## src/rtl/pulse_motor_consts.svh

```systemverilog
// named constants for the pulse motor drive and status block
`ifndef PULSE_MOTOR_CONSTS_SVH
`define PULSE_MOTOR_CONSTS_SVH

// ----------------------------------------
// register port addresses
// ----------------------------------------
`define ADDR_CMD       3'h0
`define ADDR_DATA_HI   3'h1
`define ADDR_DATA_MID  3'h2
`define ADDR_DATA_LO   3'h3
`define ADDR_CFG       3'h4

// ----------------------------------------
// command codes
// ----------------------------------------
`define CMD_SPEED_SET  8'h08
`define CMD_SCAN_CW    8'h12
`define CMD_SCAN_CCW   8'h13
`define CMD_INDEX_INC  8'h14
`define CMD_INDEX_ABS  8'h15
`define CMD_ORG_DELAY  8'h1C
`define CMD_ORIGIN     8'h1E
`define CMD_FAST_STOP  8'h1F
`define CMD_CMP_SET    8'h20
`define CMD_SEL_COUNT  8'hFC
`define CMD_SEL_SPEED  8'hFD
`define CMD_SEL_CMP    8'hFE

// ----------------------------------------
// status and configuration bit positions
// ----------------------------------------
`define STAT_BUSY      0
`define STAT_DRIVE     1
`define STAT_ERROR     2
`define STAT_LIMIT_END 3
`define STAT_FAST_END  4
`define STAT_MATCH     5
`define CFG_SERVO      0

// ----------------------------------------
// reset values and field constants
// ----------------------------------------
`define COUNT_RESET    24'h000000
`define CMP_RESET      24'h800000
`define SPEED_RESET    24'h000F9F
`define DELAY_RESET    8'h00
`define CFG_RESET      8'h00
`define BYTE_ZERO      8'h00
`define WORD_ONE       24'h000001
`define ORG_TYPE_THREE 3'h3
`define ORG_TYPE_FIVE  3'h5
`define SIGN_BIT       23

// ----------------------------------------
// timing: one wait unit is 1 ms at 25 ns per clock
// ----------------------------------------
`define CLK_PERIOD_NS  25
`define WAIT_UNIT_NS   1000000

`endif

```

## src/rtl/pulse_motor_pkg.sv

```systemverilog
// types shared by the pulse motor drive and status block
package pulse_motor_pkg;

  // drive sequencer states
  typedef enum logic [4:0] {
    ST_IDLE       = 5'b00001,
    ST_HOLD       = 5'b00010,
    ST_RUN        = 5'b00100,
    ST_DELAY      = 5'b01000,
    ST_SERVO_WAIT = 5'b10000
  } drive_state_e;

  // origin sequence phases
  typedef enum logic [3:0] {
    PH_SEEK   = 4'b0001,
    PH_SENSED = 4'b0010,
    PH_JOG    = 4'b0100,
    PH_FINAL  = 4'b1000
  } origin_phase_e;

  // source routed onto the three data ports
  typedef enum logic [2:0] {
    PORT_COUNT = 3'b001,
    PORT_SPEED = 3'b010,
    PORT_CMP   = 3'b100
  } port_sel_e;

  // kind of drive in progress
  typedef enum logic [2:0] {
    MODE_SCAN   = 3'b001,
    MODE_INDEX  = 3'b010,
    MODE_ORIGIN = 3'b100
  } drive_mode_e;

endpackage

```

## src/rtl/in_sync.sv

```systemverilog
// two-stage synchroniser for a group of pin inputs
`timescale 1ns/10ps
`default_nettype none

module in_sync #(
  parameter int W = 5
) (
  // clock and reset
  input  wire logic         ref_clk,
  input  wire logic         resetn,
  // pins and synchronised copies
  input  wire logic [W-1:0] asyncIn,
  output logic      [W-1:0] syncOut
);

  logic [W-1:0] stage1_reg;

  // ----------------------------------------
  // one pair of flops per bit
  // ----------------------------------------
  genvar i;
  generate
    for (i = 0; i < W; i++) begin : g_bit
      // first stage feeds only the second stage, nothing else
      always_ff @(posedge ref_clk or negedge resetn) begin
        if (!resetn) begin
          stage1_reg[i] <= 1'b0;
          syncOut[i]    <= 1'b0;
        end else begin
          stage1_reg[i] <= asyncIn[i];
          syncOut[i]    <= stage1_reg[i];
        end
      end
    end
  endgenerate

endmodule

`default_nettype wire

```

## src/rtl/step_rate_gen.sv

```systemverilog
// programmable divider giving a one-cycle tick every period+1 clocks
`timescale 1ns/10ps
`default_nettype none

module step_rate_gen (
  // clock and reset
  input  wire logic        ref_clk,
  input  wire logic        resetn,
  // control
  input  wire logic        enable,
  input  wire logic [23:0] period,
  // output
  output logic             tick
);

  logic [23:0] cnt_reg;
  wire         wrap = (cnt_reg >= period);

  // ----------------------------------------
  // divider restarts whenever it is disabled
  // ----------------------------------------
  // restarting keeps the first step a full period after a start
  always_ff @(posedge ref_clk or negedge resetn) begin
    if (!resetn) begin
      cnt_reg <= 24'h000000;
      tick    <= 1'b0;
    end else if (!enable) begin
      cnt_reg <= 24'h000000;
      tick    <= 1'b0;
    end else begin
      cnt_reg <= wrap ? 24'h000000 : cnt_reg + 24'h000001;
      tick    <= wrap;
    end
  end

endmodule

`default_nettype wire

```

## src/rtl/pulse_motor_drive_status.sv

```systemverilog
// pulse motor drive sequencer, pulse counter read path and status flags
`timescale 1ns/10ps
`default_nettype none
`include "pulse_motor_consts.svh"

module pulse_motor_drive_status #(
  parameter int unsigned WAIT_TICK_CYCLES = `WAIT_UNIT_NS / `CLK_PERIOD_NS
) (
  // clock and reset
  input  wire logic       ref_clk,
  input  wire logic       resetn,
  // register port
  input  wire logic [2:0] regAddr,
  input  wire logic [7:0] regWrData,
  input  wire logic       regWrStrobe,
  input  wire logic       regRdStrobe,
  output logic      [7:0] regRdData,
  // motor side pins
  input  wire logic       limitCwIn,
  input  wire logic       limitCcwIn,
  input  wire logic       fastStopIn,
  input  wire logic       originSensorIn,
  input  wire logic       servoDriveEndIn,
  output logic            pulseCwOut,
  output logic            pulseCcwOut
);
  import pulse_motor_pkg::*;

  // ----------------------------------------
  // pin synchronisation and dividers
  // ----------------------------------------
  logic [4:0] pinSync;
  logic       stepTick;
  logic       waitTick;

  in_sync #(.W(5)) u_sync (
    .ref_clk (ref_clk),
    .resetn  (resetn),
    .asyncIn ({servoDriveEndIn, originSensorIn, fastStopIn, limitCcwIn, limitCwIn}),
    .syncOut (pinSync)
  );

  wire limitCw  = pinSync[0];
  wire limitCcw = pinSync[1];
  wire fastStop = pinSync[2];
  wire sensorOn = pinSync[3];
  wire driveEnd = pinSync[4];

  drive_state_e  state_reg,  state_next;
  origin_phase_e phase_reg,  phase_next;
  drive_mode_e   mode_reg,   mode_next;
  port_sel_e     portSel_reg, portSel_next;
  logic [23:0]   count_reg,  count_next;
  logic [23:0]   cmp_reg,    cmp_next;
  logic [23:0]   speed_reg,  speed_next;
  logic [23:0]   remain_reg, remain_next;
  logic [23:0]   snap_reg,   snap_next;
  logic [7:0]    dataHi_reg, dataMid_reg, dataLo_reg;
  logic [7:0]    cfg_reg;
  logic [7:0]    limitWait_reg, scanWait_reg, jogWait_reg;
  logic [7:0]    waitCnt_reg, waitCnt_next;
  logic [2:0]    orgType_reg, orgType_next;
  logic          busy_reg, busy_next, drive_reg, drive_next;
  logic          error_reg, error_next, limitEnd_reg, limitEnd_next;
  logic          fastEnd_reg, fastEnd_next, match_reg, match_next;
  logic          dir_reg, dir_next, lastStep_reg, lastStep_next;
  logic          pulseCw_next, pulseCcw_next;

  // the wait divider only runs while the sequencer waits
  wire [23:0] waitPeriod = 24'(WAIT_TICK_CYCLES - 1);

  step_rate_gen u_step (
    .ref_clk (ref_clk),
    .resetn  (resetn),
    .enable  (state_reg == ST_RUN),
    .period  (speed_reg),
    .tick    (stepTick)
  );

  step_rate_gen u_wait (
    .ref_clk (ref_clk),
    .resetn  (resetn),
    .enable  (state_reg == ST_DELAY),
    .period  (waitPeriod),
    .tick    (waitTick)
  );

  // ----------------------------------------
  // address and command decode
  // ----------------------------------------
  wire        wrCmd    = regWrStrobe && (regAddr == `ADDR_CMD);
  wire        wrHi     = regWrStrobe && (regAddr == `ADDR_DATA_HI);
  wire        wrMid    = regWrStrobe && (regAddr == `ADDR_DATA_MID);
  wire        wrLo     = regWrStrobe && (regAddr == `ADDR_DATA_LO);
  wire        wrCfg    = regWrStrobe && (regAddr == `ADDR_CFG);
  wire        rdHi     = regRdStrobe && (regAddr == `ADDR_DATA_HI);
  wire [23:0] dataWord = {dataHi_reg, dataMid_reg, dataLo_reg};
  wire        servoOn  = cfg_reg[`CFG_SERVO];
  wire        isSelect = (regWrData == `CMD_SEL_COUNT) || (regWrData == `CMD_SEL_SPEED)
                         || (regWrData == `CMD_SEL_CMP);
  wire        isScan   = (regWrData == `CMD_SCAN_CW) || (regWrData == `CMD_SCAN_CCW);
  wire        isIndex  = (regWrData == `CMD_INDEX_INC) || (regWrData == `CMD_INDEX_ABS);
  wire        isOrigin = (regWrData == `CMD_ORIGIN);
  wire        isSetup  = (regWrData == `CMD_SPEED_SET) || (regWrData == `CMD_ORG_DELAY)
                         || (regWrData == `CMD_CMP_SET);

  // index distance: absolute target minus position, or the increment itself
  wire [23:0] delta    = (regWrData == `CMD_INDEX_ABS) ? dataWord - count_reg : dataWord;
  wire [23:0] absDelta = delta[`SIGN_BIT] ? 24'h000000 - delta : delta;
  wire        cmdDir   = isOrigin || (regWrData == `CMD_SCAN_CCW)
                         || (isIndex && delta[`SIGN_BIT]);
  wire        cmdLimit = cmdDir ? limitCcw : limitCw;
  wire        runLimit = dir_reg ? limitCcw : limitCw;
  wire        active   = (state_reg == ST_HOLD) || (state_reg == ST_RUN)
                         || (state_reg == ST_DELAY);
  wire        stopNow  = active && (fastStop || (wrCmd && regWrData == `CMD_FAST_STOP));
  wire        type35   = (orgType_reg == `ORG_TYPE_THREE) || (orgType_reg == `ORG_TYPE_FIVE);
  wire        counted  = (mode_reg == MODE_INDEX) || (phase_reg == PH_FINAL);

  // ----------------------------------------
  // read path: data ports show the routed source
  // ----------------------------------------
  wire [23:0] routeWord = (portSel_reg == PORT_COUNT) ? count_reg :
                          (portSel_reg == PORT_SPEED) ? speed_reg : cmp_reg;
  wire [7:0]  statusByte = {2'b00, match_reg, fastEnd_reg, limitEnd_reg,
                            error_reg, drive_reg, busy_reg};
  wire [7:0]  rdNext = (regAddr == `ADDR_CMD)      ? statusByte :
                       (regAddr == `ADDR_DATA_HI)  ? routeWord[23:16] :
                       (regAddr == `ADDR_DATA_MID) ? snap_reg[15:8] :
                       (regAddr == `ADDR_DATA_LO)  ? snap_reg[7:0] :
                       (regAddr == `ADDR_CFG)      ? cfg_reg : `BYTE_ZERO;

  // lower bytes are frozen when the high byte is read, so a carry between reads is harmless
  assign snap_next = rdHi ? routeWord : snap_reg;

  // ----------------------------------------
  // port select: honoured at any time, even mid drive
  // ----------------------------------------
  assign portSel_next = !(wrCmd && isSelect)        ? portSel_reg :
                        (regWrData == `CMD_SEL_COUNT) ? PORT_COUNT :
                        (regWrData == `CMD_SEL_SPEED) ? PORT_SPEED : PORT_CMP;

  // ----------------------------------------
  // drive sequencer
  // ----------------------------------------
  always_comb begin
    state_next    = state_reg;
    phase_next    = phase_reg;
    mode_next     = mode_reg;
    count_next    = count_reg;
    remain_next   = remain_reg;
    waitCnt_next  = waitCnt_reg;
    orgType_next  = orgType_reg;
    busy_next     = busy_reg;
    drive_next    = drive_reg;
    error_next    = error_reg;
    limitEnd_next = limitEnd_reg;
    fastEnd_next  = fastEnd_reg;
    dir_next      = dir_reg;
    lastStep_next = lastStep_reg;
    pulseCw_next  = 1'b0;
    pulseCcw_next = 1'b0;
    if (stopNow) begin
      fastEnd_next = 1'b1;
      drive_next   = 1'b0;
      busy_next    = 1'b0;
      state_next   = ST_IDLE;
    end else begin
      case (state_reg)
        ST_IDLE: begin
          busy_next = 1'b0;
          if (wrCmd && !isSelect) begin
            error_next    = 1'b0;
            limitEnd_next = 1'b0;
            fastEnd_next  = 1'b0;
            busy_next     = 1'b1;
            if (isScan || isIndex || isOrigin) begin
              dir_next     = cmdDir;
              mode_next    = isScan ? MODE_SCAN : isIndex ? MODE_INDEX : MODE_ORIGIN;
              phase_next   = PH_SEEK;
              remain_next  = absDelta;
              orgType_next = dataHi_reg[2:0];
              if (cmdLimit) begin
                error_next = 1'b1;
              end else if (isIndex && absDelta == 24'h000000) begin
                busy_next = 1'b0;
              end else begin
                drive_next = 1'b1;
                state_next = (servoOn && driveEnd) ? ST_HOLD : ST_RUN;
              end
            end else if (!isSetup && regWrData != `CMD_FAST_STOP) begin
              error_next = 1'b1;
            end
          end
        end
        ST_HOLD: begin
          if (!driveEnd) begin
            state_next = ST_RUN;
          end
        end
        ST_RUN: begin
          if (runLimit && mode_reg == MODE_ORIGIN && phase_reg == PH_SEEK) begin
            dir_next     = !dir_reg;
            waitCnt_next = limitWait_reg;
            state_next   = ST_DELAY;
          end else if (runLimit) begin
            limitEnd_next = 1'b1;
            drive_next    = 1'b0;
            lastStep_next = 1'b1;
            state_next    = servoOn ? ST_SERVO_WAIT : ST_IDLE;
            busy_next     = servoOn;
          end else if (mode_reg == MODE_ORIGIN && phase_reg == PH_SEEK && sensorOn) begin
            phase_next    = PH_SENSED;
            waitCnt_next  = scanWait_reg;
            lastStep_next = 1'b0;
            state_next    = servoOn ? ST_SERVO_WAIT : ST_DELAY;
          end else if (stepTick) begin
            pulseCw_next  = !dir_reg;
            pulseCcw_next = dir_reg;
            count_next    = dir_reg ? count_reg - `WORD_ONE : count_reg + `WORD_ONE;
            if (counted) begin
              remain_next = remain_reg - `WORD_ONE;
              if (remain_reg == `WORD_ONE) begin
                drive_next    = 1'b0;
                lastStep_next = 1'b1;
                state_next    = servoOn ? ST_SERVO_WAIT : ST_IDLE;
                busy_next     = servoOn;
              end
            end
          end
        end
        ST_DELAY: begin
          if (waitCnt_reg == `DELAY_RESET) begin
            if (phase_reg == PH_SEEK) begin
              state_next = ST_RUN;
            end else if (phase_reg == PH_SENSED && type35) begin
              phase_next   = PH_JOG;
              waitCnt_next = jogWait_reg;
            end else if (phase_reg == PH_JOG) begin
              phase_next  = PH_FINAL;
              remain_next = `WORD_ONE;
              state_next  = ST_RUN;
            end else begin
              drive_next = 1'b0;
              busy_next  = 1'b0;
              state_next = ST_IDLE;
            end
          end else if (waitTick) begin
            waitCnt_next = waitCnt_reg - 8'h01;
          end
        end
        ST_SERVO_WAIT: begin
          // a drive-end that never comes parks the sequence here
          if (!driveEnd) begin
            state_next = lastStep_reg ? ST_IDLE : ST_DELAY;
            busy_next  = !lastStep_reg;
          end
        end
        default: begin
          state_next = ST_IDLE;
        end
      endcase
    end
  end

  // setup commands only land when the sequencer is free
  wire setupOk = wrCmd && (state_reg == ST_IDLE);
  assign speed_next = (setupOk && regWrData == `CMD_SPEED_SET) ? dataWord : speed_reg;
  assign cmp_next   = (setupOk && regWrData == `CMD_CMP_SET) ? dataWord : cmp_reg;
  // a hit in the clearing cycle survives the clear
  assign match_next = (match_reg && !(setupOk && regWrData == `CMD_CMP_SET))
                      || (count_reg == cmp_reg);

  // ----------------------------------------
  // sequencer and counter flops
  // ----------------------------------------
  always_ff @(posedge ref_clk or negedge resetn) begin
    if (!resetn) begin
      state_reg    <= ST_IDLE;
      phase_reg    <= PH_SEEK;
      mode_reg     <= MODE_SCAN;
      count_reg    <= `COUNT_RESET;
      remain_reg   <= `COUNT_RESET;
      cmp_reg      <= `CMP_RESET;
      speed_reg    <= `SPEED_RESET;
      waitCnt_reg  <= `DELAY_RESET;
      orgType_reg  <= 3'h0;
      {busy_reg, drive_reg, error_reg, limitEnd_reg} <= 4'h0;
      {fastEnd_reg, match_reg, dir_reg, lastStep_reg} <= 4'h0;
      pulseCwOut   <= 1'b0;
      pulseCcwOut  <= 1'b0;
    end else begin
      state_reg    <= state_next;
      phase_reg    <= phase_next;
      mode_reg     <= mode_next;
      count_reg    <= count_next;
      remain_reg   <= remain_next;
      cmp_reg      <= cmp_next;
      speed_reg    <= speed_next;
      waitCnt_reg  <= waitCnt_next;
      orgType_reg  <= orgType_next;
      {busy_reg, drive_reg, error_reg, limitEnd_reg} <=
        {busy_next, drive_next, error_next, limitEnd_next};
      {fastEnd_reg, match_reg, dir_reg, lastStep_reg} <=
        {fastEnd_next, match_next, dir_next, lastStep_next};
      pulseCwOut   <= pulseCw_next;
      pulseCcwOut  <= pulseCcw_next;
    end
  end

  // ----------------------------------------
  // register port flops
  // ----------------------------------------
  always_ff @(posedge ref_clk or negedge resetn) begin
    if (!resetn) begin
      {dataHi_reg, dataMid_reg, dataLo_reg} <= `COUNT_RESET;
      {limitWait_reg, scanWait_reg, jogWait_reg} <= `COUNT_RESET;
      cfg_reg     <= `CFG_RESET;
      portSel_reg <= PORT_COUNT;
      snap_reg    <= `COUNT_RESET;
      regRdData   <= `BYTE_ZERO;
    end else begin
      if (wrHi) dataHi_reg <= regWrData;
      if (wrMid) dataMid_reg <= regWrData;
      if (wrLo) dataLo_reg <= regWrData;
      if (wrCfg) cfg_reg <= regWrData;
      if (setupOk && regWrData == `CMD_ORG_DELAY) begin
        {limitWait_reg, scanWait_reg, jogWait_reg} <= dataWord;
      end
      portSel_reg <= portSel_next;
      snap_reg    <= snap_next;
      regRdData   <= regRdStrobe ? rdNext : `BYTE_ZERO;
    end
  end

endmodule

`default_nettype wire

```

## config.mk

```make
export PLATFORM = sky130hd
export DESIGN_NAME = pulse_motor_drive_status
export DESIGN_NICKNAME = d
export VERILOG_FILES = /design/src/rtl/pulse_motor_pkg.sv /design/src/rtl/in_sync.sv /design/src/rtl/step_rate_gen.sv /design/src/rtl/pulse_motor_drive_status.sv
export VERILOG_INCLUDE_DIRS = /design/src /design/src/rtl
export SDC_FILE = /design/constraint.sdc
export NUM_CORES = 1
export LEC_CHECK = 0
export BUFFER_PORTS_ARGS = -buffer_cell sky130_fd_sc_hd__buf_2
export CAP_MARGIN = 25
export CORE_UTILIZATION = 60
export DETAILED_ROUTE_END_ITERATION = 16
export PLACE_DENSITY = 0.85
export SYNTH_ARGS = -nofsm -noshare
export SYNTH_HDL_FRONTEND = slang
export SYNTH_HIERARCHICAL = 1
export SYNTH_SLANG_ARGS = --single-unit
```

## constraint.sdc

```tcl
create_clock -name ref_clk -period 10.7 [get_ports ref_clk]
set_input_delay 0.535 -clock ref_clk [delete_from_list [all_inputs] [get_ports ref_clk]]
set_output_delay 0.535 -clock ref_clk [all_outputs]
set_load 0.1 [all_outputs]
```

* After elaboration in Yosys (flattened, before gate mapping)
Index checks and enable logic that the tools add are counted.
** Operators by class
- Add/subtract/negate cells :: 8
- Multipliers :: 0
- Div/mod/pow operators :: 0
- Order comparisons :: 2
- Equality and inequality tests :: 73
- Shifts and indexed selects :: 0
- Mux-type cells :: 134
- Bitwise gates (word level) :: 4
- Reductions and logical operators :: 71
** Operators by type and width (number)
- $mux 24 :: 20
- $mux 8 :: 13
- $mux 5 :: 18
- $add 24x1->24 const B :: 3
- $pmux 24 s3 :: 1
- $mux 1 :: 59
- $eq 8x5->1 const B :: 7
- $ne 3x3->1 const B :: 17
- $sub 24x1->24 const B :: 2
- $mux 4 :: 10
- $ne 2x2->1 const B :: 14
- $pmux 5 s5 :: 1
- $eq 24x1->1 const B :: 1
- $eq 24x24->1 :: 1
- $eq 8x8->1 const B :: 3
- $ge 24x16->1 const B :: 1
- $ge 24x24->1 :: 1
- $logic_and 1x1->1 :: 24
- $logic_not 24->1 :: 1
- $sub 1x24->24 const A :: 1
- $sub 24x24->24 :: 1
- $reduce_and 11->1 :: 2
- $ne 4x4->1 const B :: 5
- $mux 3 :: 6
- other kinds (40) :: 80
** Word-level totals
- Flip-flop bits (word level) :: 272
- Bits in latches :: 0
- Bits in writable memories :: 0
- Memory bits (read-only) :: 0
- Output and inout port bits :: 10
- Word-level logic and storage cells :: 335
- Memories kept :: 0

* Logic depth before layout (Yosys ltp)
Gate-level depths: netlist of run 1.
- Depth in word-level cells :: 12
- Depth in mapped cells :: 19

* Cells and area by module
The synthesis of run 1 kept the hierarchy.
** Modules (own cells, without submodules)
- pulse_motor_drive_status :: times used 1, cells each 1598, area each 14166.1 µm², sequential area each 5323.9 µm²
- step_rate_gen (u_step) :: times used 1, cells each 225, area each 2068.2 µm², sequential area each 625.6 µm²
- step_rate_gen (u_wait) :: times used 1, cells each 220, area each 1935.6 µm², sequential area each 625.6 µm²
- in_sync :: times used 1, cells each 10, area each 250.2 µm², sequential area each 250.2 µm²

* Worst setup path before layout of run 1
Ideal clock, no wire load.
- Kind :: input to register
- Start point :: input regWrData[5]
- End point :: register busy_reg
- Setup time :: 121 ps
- Data arrival time :: 4394 ps
- Required time :: 10579 ps
- Setup slack :: 6184 ps
- Cell stages on the path :: 17
- Path buffers :: 4
- Cells stage by stage :: clkbuf_1 -> nand4bb_1 -> or2_0 -> buf_2 -> buf_2 -> buf_1 -> mux2i_1 -> ha_1 -> nand4_4 -> a21oi_4 -> nand3_2 -> o21a_1 -> or3b_1 -> a2111o_1 -> or4_4 -> o211ai_1 -> nand2_1
** On the way
- Word-level cells in the longest chain between the ends :: 12
- Elaborated cells on any way between the ends :: 47
- Those cells by class :: add/sub: 1; eq/ne: 19; mux: 9; reduce/logical: 18
** RTL lines
- from (decl) :: line pulse_motor_drive_status.sv:14 : input wire logic [7:0] regWrData,
- $eq 8x5->1 (no line)
- $mux 24 :: line pulse_motor_drive_status.sv:108 : wire [23:0] delta = (regWrData == `CMD_INDEX_ABS) ? dataWord - count_reg : dataWord;
- $sub 1x24->24 :: line pulse_motor_drive_status.sv:109 : wire [23:0] absDelta = delta[`SIGN_BIT] ? 24'h000000 - delta : delta;
- $mux 24 :: line pulse_motor_drive_status.sv:109
- $logic_not 24->1 :: line pulse_motor_drive_status.sv:185 : end else if (isIndex && absDelta == 24'h000000) begin
- $logic_and 1x1->1 :: line pulse_motor_drive_status.sv:185
- $mux 1 :: line pulse_motor_drive_status.sv:185
- $mux 1 :: line pulse_motor_drive_status.sv:183 : if (cmdLimit) begin
- $mux 1 :: line pulse_motor_drive_status.sv:177 : if (isScan || isIndex || isOrigin) begin
- $mux 1 :: line pulse_motor_drive_status.sv:172 : if (wrCmd && !isSelect) begin
- $pmux 1 s4 :: line pulse_motor_drive_status.sv:169 : case (state_reg)
- $mux 1 :: line pulse_motor_drive_status.sv:163 : if (stopNow) begin
- to (signal assigned) :: line pulse_motor_drive_status.sv:302 : {busy_reg, drive_reg, error_reg, limitEnd_reg} <=
- to (decl) :: line pulse_motor_drive_status.sv:63 : logic busy_reg, busy_next, drive_reg, drive_next;
Parallel ways exist; a longest one is shown, timed or not.
A chain may end at the register's enable or synchronous reset.

* Worst setup path after layout of run 1
- Start point :: register count_reg[0]
- End point :: register busy_reg
** On the way
- Word-level cells in the longest chain between the ends :: 12
- Elaborated cells on any way between the ends :: 15
- Those cells by class :: add/sub: 2; mux: 9; reduce/logical: 4
** RTL lines
- from (decl) :: line pulse_motor_drive_status.sv:53 : logic [23:0] count_reg, count_next;
- from (signal assigned) :: line pulse_motor_drive_status.sv:282 : count_reg <= `COUNT_RESET;
- from (signal assigned) :: line pulse_motor_drive_status.sv:296 : count_reg <= count_next;
- $sub 24x24->24 (*) :: line pulse_motor_drive_status.sv:108
- $mux 24 (*) :: line pulse_motor_drive_status.sv:108
- $sub 1x24->24 :: line pulse_motor_drive_status.sv:109
- $mux 24 :: line pulse_motor_drive_status.sv:109
- $logic_not 24->1 :: line pulse_motor_drive_status.sv:185
- $logic_and 1x1->1 :: line pulse_motor_drive_status.sv:185
- $mux 1 :: line pulse_motor_drive_status.sv:185
- $mux 1 (*) :: line pulse_motor_drive_status.sv:183
- $mux 1 (*) :: line pulse_motor_drive_status.sv:177
- $mux 1 (*) :: line pulse_motor_drive_status.sv:172
- $pmux 1 s4 (*) :: line pulse_motor_drive_status.sv:169
- $mux 1 (*) :: line pulse_motor_drive_status.sv:163
Every way passes the cells marked *; elsewhere a longest branch is shown, timed or not.

==> results of run 1 <==
## synth_stat cells, types with 12 or more instances
cell      instances
mux2_2          122
o31ai_1          13
nor3_1           67
a21oi_1         132
nor4_1           18
o22ai_1          16
nand3_1          83
xnor2_1          78
nand4_1          36
a22oi_1          12
o21a_1           12
a21o_1           24
xor2_1           57
a31oi_1          19
o21ai_0         127
and3_1           19
inv_1           114
dfstp_2          15
mux2i_1          18
ha_1            100
dfrtp_1         257
or3_1            12
nand2_1         230
nor2_1          140
clkbuf_1         67
## power by group
| part | leakage, nW | total (mW) | switching (mW) | internal [mW] |
|---|---|---|---|---|
| clock network | 0.488 | 1.05 | 0.423 | 0.628 |
| logic | 4.72 | 0.898 | 0.562 | 0.335 |
| registers | 3.59 | 1.28 | 0.157 | 1.13 |
| total | 8.80 | 3.23 | 1.14 | 2.09 |
## critical path, delay by kind of cell, from the launching register on
kind	cells	cell delay [ps]
adders and majority gates	2	660
DFF	1	500
and+or+nand+nor	4	1100
buffers and inverters	1	60
AOI/OAI and AO/OA	9	2620
## cell type report
type	count	area (µm²)
diodes	2	5.005
clock buffers	49	913.4
clock inverters	6	88.84
fillers	2371	9932
inverters	117	439.2
multi-input cells	1601	10900
flip-flops and latches	272	6825
well taps	390	488.0
repair buffers	53	360.3
## cell families (layout without fill, tap and decap cells)
logic type      Yosys count  count (layout)  synth area share (%)
other cells               2              26               0.04077
xor+xnor                135             135                 6.419
compound gates          479             479                 16.75
flops                   272             272                 37.05
buf+inv                 202             225                 4.388
simple gates            721             721                 19.90
fa+ha+maj               102             102                 7.010
mux                     140             140                 8.436
## final timing paths
kind / startpoint / to / slack [ps]
min in group asynchronous: resetn / u_wait/cnt_reg[23] / 90
hold reg to reg: u_sync/stage1_reg[0] / u_sync/syncOut[0] / 350
hold / removal: limitCcwIn / u_sync/stage1_reg[1] / 80
setup reg to reg: count_reg[0] / busy_reg / 5650
max in group asynchronous: resetn / speed_reg[6] / 9040
setup / recovery: count_reg[0] / busy_reg / 5650
## metal layers
layer	up-vias	part of all wire, %
met5	-	0.021
met4	2	4.9
met3	141	8.1
met2	688	45
met1	7903	42
li1	7427	-
## metrics by stage
step	total power, mW	hold WS, ps	cells	cell area, µm²
5_1_grt	3.376	70.26	2488	20020
2_1_floorplan	1.882	239.4	2075	18500
3_3_place_gp	2.143	336.5	2429	18960
6_report	3.232	81.23	2490	20020
4_1_cts	3.212	72.53	2486	20000
3_5_place_dp	2.162	338.1	2431	19000
==> impl_results.md, run 1 <==
- Gate count after technology mapping: roughly 2,100
- Detailed Place HPWL: 39,020 µm
- Postcts setup bufs: 0
- Period Utilization, post-route: between 40 and 50%
- Async S/R FF share, synth: 100.0%
- CTS Root Buffer Type: clkbuf_16
- Syn Area/Cell: 8.972 µm²
- Clock Latency Late Sink: about 560 ps
- Total vias in the final route: between 15,000 and 20,000
- CP Cell Sequence: ha_1 > inv_1 > fa_1 > a21o_1 > a221oi_2 > o21ai_1 > a211oi_1 > a21oi_1 > o31ai_1 > nand3_2 > o21a_1 > or3b_1 > a2111o_1 > or4_4 > o211ai_1 > nand2_1
- Crit. End Element: flip-flop
- First-pass GRT wire length: approximately 85,000 µm
- Share of post-route cells with drive strength above 1: 14.01%
- Hold buffers post-CTS: 0
- EDFF count, synth: 0
- Rows: 63
- Setup TNS: 0 ps
- Ys Warns: 6
- Setup WS post-layout: approximately 5600 ps
- Synth top area share: between 30% and 40%
- Vias in the first global route: approximately 16,000
- CTS Buf Count: 30
- FMAX: between 150 and 200 MHz
- Leak: around 9 nW
- Worst vdd ir: between 0.0001 and 0.00015 V
- Yosys reg bits: roughly 270
- CP Class: flip-flop to flip-flop
- Largest net degree at the start of global routing: ~130
- Final core area utilization: 66.84%
- Most frequent cells in the layout: 257 x dfrtp_1, 230 x nand2_1, 140 x nor2_1
- All-Layer GR Usage: 34.45%
- Crit-path max cell delay: 500 ps
- Final setup violation count: 0
- Sequential share of the synthesized area: approximately 37%
- Most common cell after layout, fill and taps aside: dfrtp_1
- Worst-path clk slew: approximately 60 ps
- Final hold vios: 0
- Tmin final: 5053 ps
- Startpoint types: flip-flop
- Top cell type by total area after synthesis: dfrtp_1
- Total congestion overflow: 0
- Max-cap violations: 0
- Post-route ant nets: 0
- DRC violations left: 0
- Core region area: around 30,000 µm²
- Status: finished clean
- Clock skew: 11.14 ps
- IO Pins: 30
- R2R depth: 16
- Die height: between 150 and 200 µm
- Rel. slew slack: around a fifth
- Worst Tran Pin Value: approximately 1200 ps
- Placer congestion estimate: approximately 0.97
- Place WS: 5736 ps
- CTS H-tree lvls: 1
- Crit-path slowest cell: dfrtp_1
- Critical Path AT: roughly 5500 ps
- P&R area growth vs syn: 8.694%
- Power Density: 161.4 nW/µm²
- Post-CTS sizing: 0
- Post-layout nets: roughly 2,200
- Syn Std Cell Area: roughly 18,000 µm²
- Antenna violations before repair: 3
- CTS tree: built
- WL/cell: ~22 µm
- CTS max path bufs: 3
- Met1 Use GR: ~45%
- DRT iter0 DRCs: 1,629
- Die area: 31,410 µm²
- Crit-path max FO: 6
- Clk sinks: 272
- Busiest grt layer: met2
- Vias/cell: roughly 6.5
- Initial Util: 61.50%
- Post-Route WL: about 54,000 µm
- Width of the die: 177.2 µm
- GR Util met2: between 50% and 60%
- Distinct cells, synth: 100
- CP required: 11,150 ps
- Hold Path Stages: 1
- Met3 Use GR: between 6 and 7%
- Ys flop type: dfrtp_1
- RSZ-0062 raised after global routing: no
- IO Port Bufs: 29
- Largest cells by area after synthesis: dfrtp_1 35%, mux2_2 7.5%, ha_1 6.8%
- Initial DRT Pass Iterations: 6
- Fin. max-slew vios: 0
- Min-Delay Path Class: primary input to flip-flop
No activity file was read; power rests on OpenSTA's default activity.
==> run 2, diff against run 1 <==
==> constraint.sdc (replaced) <==
create_clock -name ref_clk -period 5.2 [get_ports ref_clk]
set_input_delay 0.26 -clock ref_clk [delete_from_list [all_inputs] [get_ports ref_clk]]
set_output_delay 0.26 -clock ref_clk [all_outputs]
set_load 0.1 [all_outputs]
==> impl_results.md, run 2 (synthesis results as in run 1) <==
- Status: finished clean (unchanged)
- P&R area growth vs syn: 11.00% (was 8.694%)
- Initial Util: 61.50% (unchanged)
- Initial DRT Pass Iterations: 8 (was 6)
- Power Density: 336.2 nW/µm² (was 161.4 nW/µm²)
- Antenna violations before repair: 5 (was 3)
- RSZ-0062 raised after global routing: no (unchanged)
- Placed cell areas: 19,290 µm² (was 19,000 µm²)
- Net Sw Power: 2.471 mW (was 1.142 mW)
- Worst vdd ir: 0.0003238 V (was 0.0001273 V)
- Detailed Place HPWL: 40,790 µm (was 39,020 µm)
- Crit-path max FO: 8 (was 6)
- Inst Count DP: 2,469 (was 2,431)
- Worst-path clk slew: 60 ps (about the same)
- DRC violations left: 0 (unchanged)
- Clock Latency Late Sink: 580 ps (was 560 ps)
- Max-cap violations: 0 (unchanged)
- Share of post-route cells with drive strength above 1: 15.85% (was 14.01%)
- Clock skew: 14.59 ps (was 11.14 ps)
- Period Utilization, post-route: 95.09% (was 47.22%)
- Final hold vios: 0 (unchanged)
- Total congestion overflow: 0 (unchanged)
- Most common cell after layout, fill and taps aside: dfrtp_1 (unchanged)
- Startpoint types: flip-flop (unchanged)
- Post-route cell area: 20,450 µm² (was 20,020 µm²)
- CP Class: flip-flop to flip-flop (unchanged)
- Width of the die: 177.2 µm (unchanged)
- First-pass GRT wire length: 89,460 µm (was 84,680 µm)
- CP Cell Sequence: ha_1 > inv_1 > fa_1 > a211oi_1 > o21ai_1 > a21oi_1 > xor2_1 > nand4_1 > a211oi_4 > nand3_1 > mux2_2 > a32oi_1 > or4_1 > or4_4 > o211ai_1 > nand2_1 (was ha_1 > inv_1 > fa_1 > a21o_1 > a221oi_2 > o21ai_1 > a211oi_1 > a21oi_1 > o31ai_1 > nand3_2 > o21a_1 > or3b_1 > a2111o_1 > or4_4 > o211ai_1 > nand2_1)
- Clk pwr share: 32.8% (was 32.5%)
- Total vias in the final route: 16,770 (was 16,160)
- Vias in the first global route: 16,500 (was 15,650)
- CTS Root Buffer Type: clkbuf_16 (unchanged)
- CP required: 5660 ps (was 11,150 ps)
- Critical Path AT: 5410 ps (was 5500 ps)
- Min-Delay Path Class: primary input to flip-flop (unchanged)
- Combinational share of power: 29.8% (was 27.8%)
- Vias/cell: 6.608 (was 6.490)
- Die area: 31,410 µm² (unchanged)
- IO Pins: 30 (unchanged)
- Rows: 63 (unchanged)
- Post-route ant nets: 0 (unchanged)
- WL/cell: 22.17 µm (was 21.55 µm)
- Clk sinks: 272 (unchanged)
- Leak: 9.058 nW (was 8.798 nW)
- Core region area: 29,950 µm² (unchanged)
- All-Layer GR Usage: 36.56% (was 34.45%)
- CTS max path bufs: 3 (unchanged)
- Worst Tran Pin Value: 1207 ps (was 1200 ps)
- CTS H-tree lvls: 1 (unchanged)
- DRT iter0 DRCs: 1,971 (was 1,629)
- Crit. End Element: flip-flop (unchanged)
- Min Hold Slack: 60.15 ps (was 81.23 ps)
- Fin. max-slew vios: 0 (unchanged)
- Post-layout nets: 2,243 (was 2,197)
- Placer congestion estimate: 1.124 (was 0.9689)
- Fillcell total: 2,224 (was 2,371)
- Largest net degree at the start of global routing: 141 (was 134)
- Setup TNS: 0 ps (unchanged)
- Internal: 4.402 mW (was 2.089 mW)
- FMAX: 202.2 MHz (was 197.9 MHz)
- CTS Buf Count: 31 (was 30)
- Die height: 177.2 µm (unchanged)
- Filler-free cell count of the finished design: 2,538 (was 2,490)
- Rel. slew slack: 19.52% (was 20.03%)
- IO Port Bufs: 29 (unchanged)
- Post-Route WL: 56,280 µm (was 53,650 µm)
- Seq pwr share: 37.3% (was 39.7%)
- Tmin final: 4945 ps (was 5053 ps)
- CTS tree: built (unchanged)
- Switching share of power: 35.95% (was 35.35%)
- Final setup violation count: 0 (unchanged)
- Most frequent cells in the layout: 257 x dfrtp_1, 230 x nand2_1, 140 x nor2_1 (unchanged)
- Crit-path max cell delay: 550 ps (was 500 ps)
- Crit-path slowest cell: or4_4 (was dfrtp_1)
- Postcts setup bufs: 0 (unchanged)
-- run 2: cell count changes in the layout (fill, tap and decap cells not counted), moves of 2 or more --
cell | previous run | this run
clkbuf_1 | 11 | 6
dlygate4sd3_1 | 0 | 6
buf_4 | 21 | 58
clkinv_2 | 2 | 7
buf_8 | 2 | 4
-- run 2: cell type report --
class | count | area, µm² | area share (%)
Multi-Input combinational cell | 1601 | 10920 | 53.41
Sequential cell | 272 | 6825 | 33.38
Clock buffer | 44 | 894.6 | 4.375
Timing Repair Buffer | 98 | 720.7 | 3.525
Tap cell | 390 | 488.0 | 2.387
Inverter | 117 | 439.2 | 2.148
Clock inverter | 13 | 150.1 | 0.7343
Antenna cell | 3 | 7.507 | 0.03672
-- run 2: per-stage QoR --
stage / utilization (%) / power [mW] / setup WS (ps)
after floorplan: - / 3.872 / 813.9
after global placement: 64.29 / 4.468 / 362.7
after detailed placement: 64.39 / 4.524 / 310.9
after CTS: 68.08 / 6.785 / 233.6
after global routing: 68.23 / 7.153 / 8.405
final: 68.26 / 6.873 / 255.5
-- run 2: power by group through the flow --
stage               sequential, mW  clock (mW)  combinational [mW]
finish                        2.57        2.26                2.05
floorplan                     2.53           0                1.34
global route                  2.58        2.35                2.22
global placement              2.57           0                1.90
detailed placement            2.58           0                1.95
CTS                           2.55        2.26                1.97
-- run 2: routing by layer --
layer,global-route usage [%],share of wire [%],vias up
met5,0,0.057,-
met2,56.72,45,950
met4,22.49,6.9,6
met1,45.34,38,8030
met3,9.708,9.9,271
li1,-,-,7513
-- run 2: repair_timing --
item	4_1_cts	5_1_grt
endpoints found under the setup margin	0	5
hold buffers	6	0
hold endpoints to repair	75	0
resized for setup	0	2
-- run 2: worst paths after layout --
kind                                 startpoint                 end  slack (ps)  depth (start not counted)
min                                 regRdStrobe        regRdData[3]          60                          2
min reg2reg                u_sync/stage1_reg[4]   u_sync/syncOut[4]         350                          0
max in group asynchronous                resetn   u_step/cnt_reg[1]        3720                          3
min in group asynchronous                resetn  u_wait/cnt_reg[18]         240                          2
max reg2reg                        count_reg[0]            busy_reg         260                         16
max                                count_reg[0]            busy_reg         260                         16
-- run 2: critical path: cells and delay by family, from the launching register on --
kind,cells,cell delay (ps)
flip-flops,1,500
adder cells (fa/ha/maj),2,680
XOR/XNOR,1,220
buffers and inverters,1,80
AND/OR/NAND/NOR,5,1650
AO/OA/AOI/OAI,6,1450
multiplexers,1,260
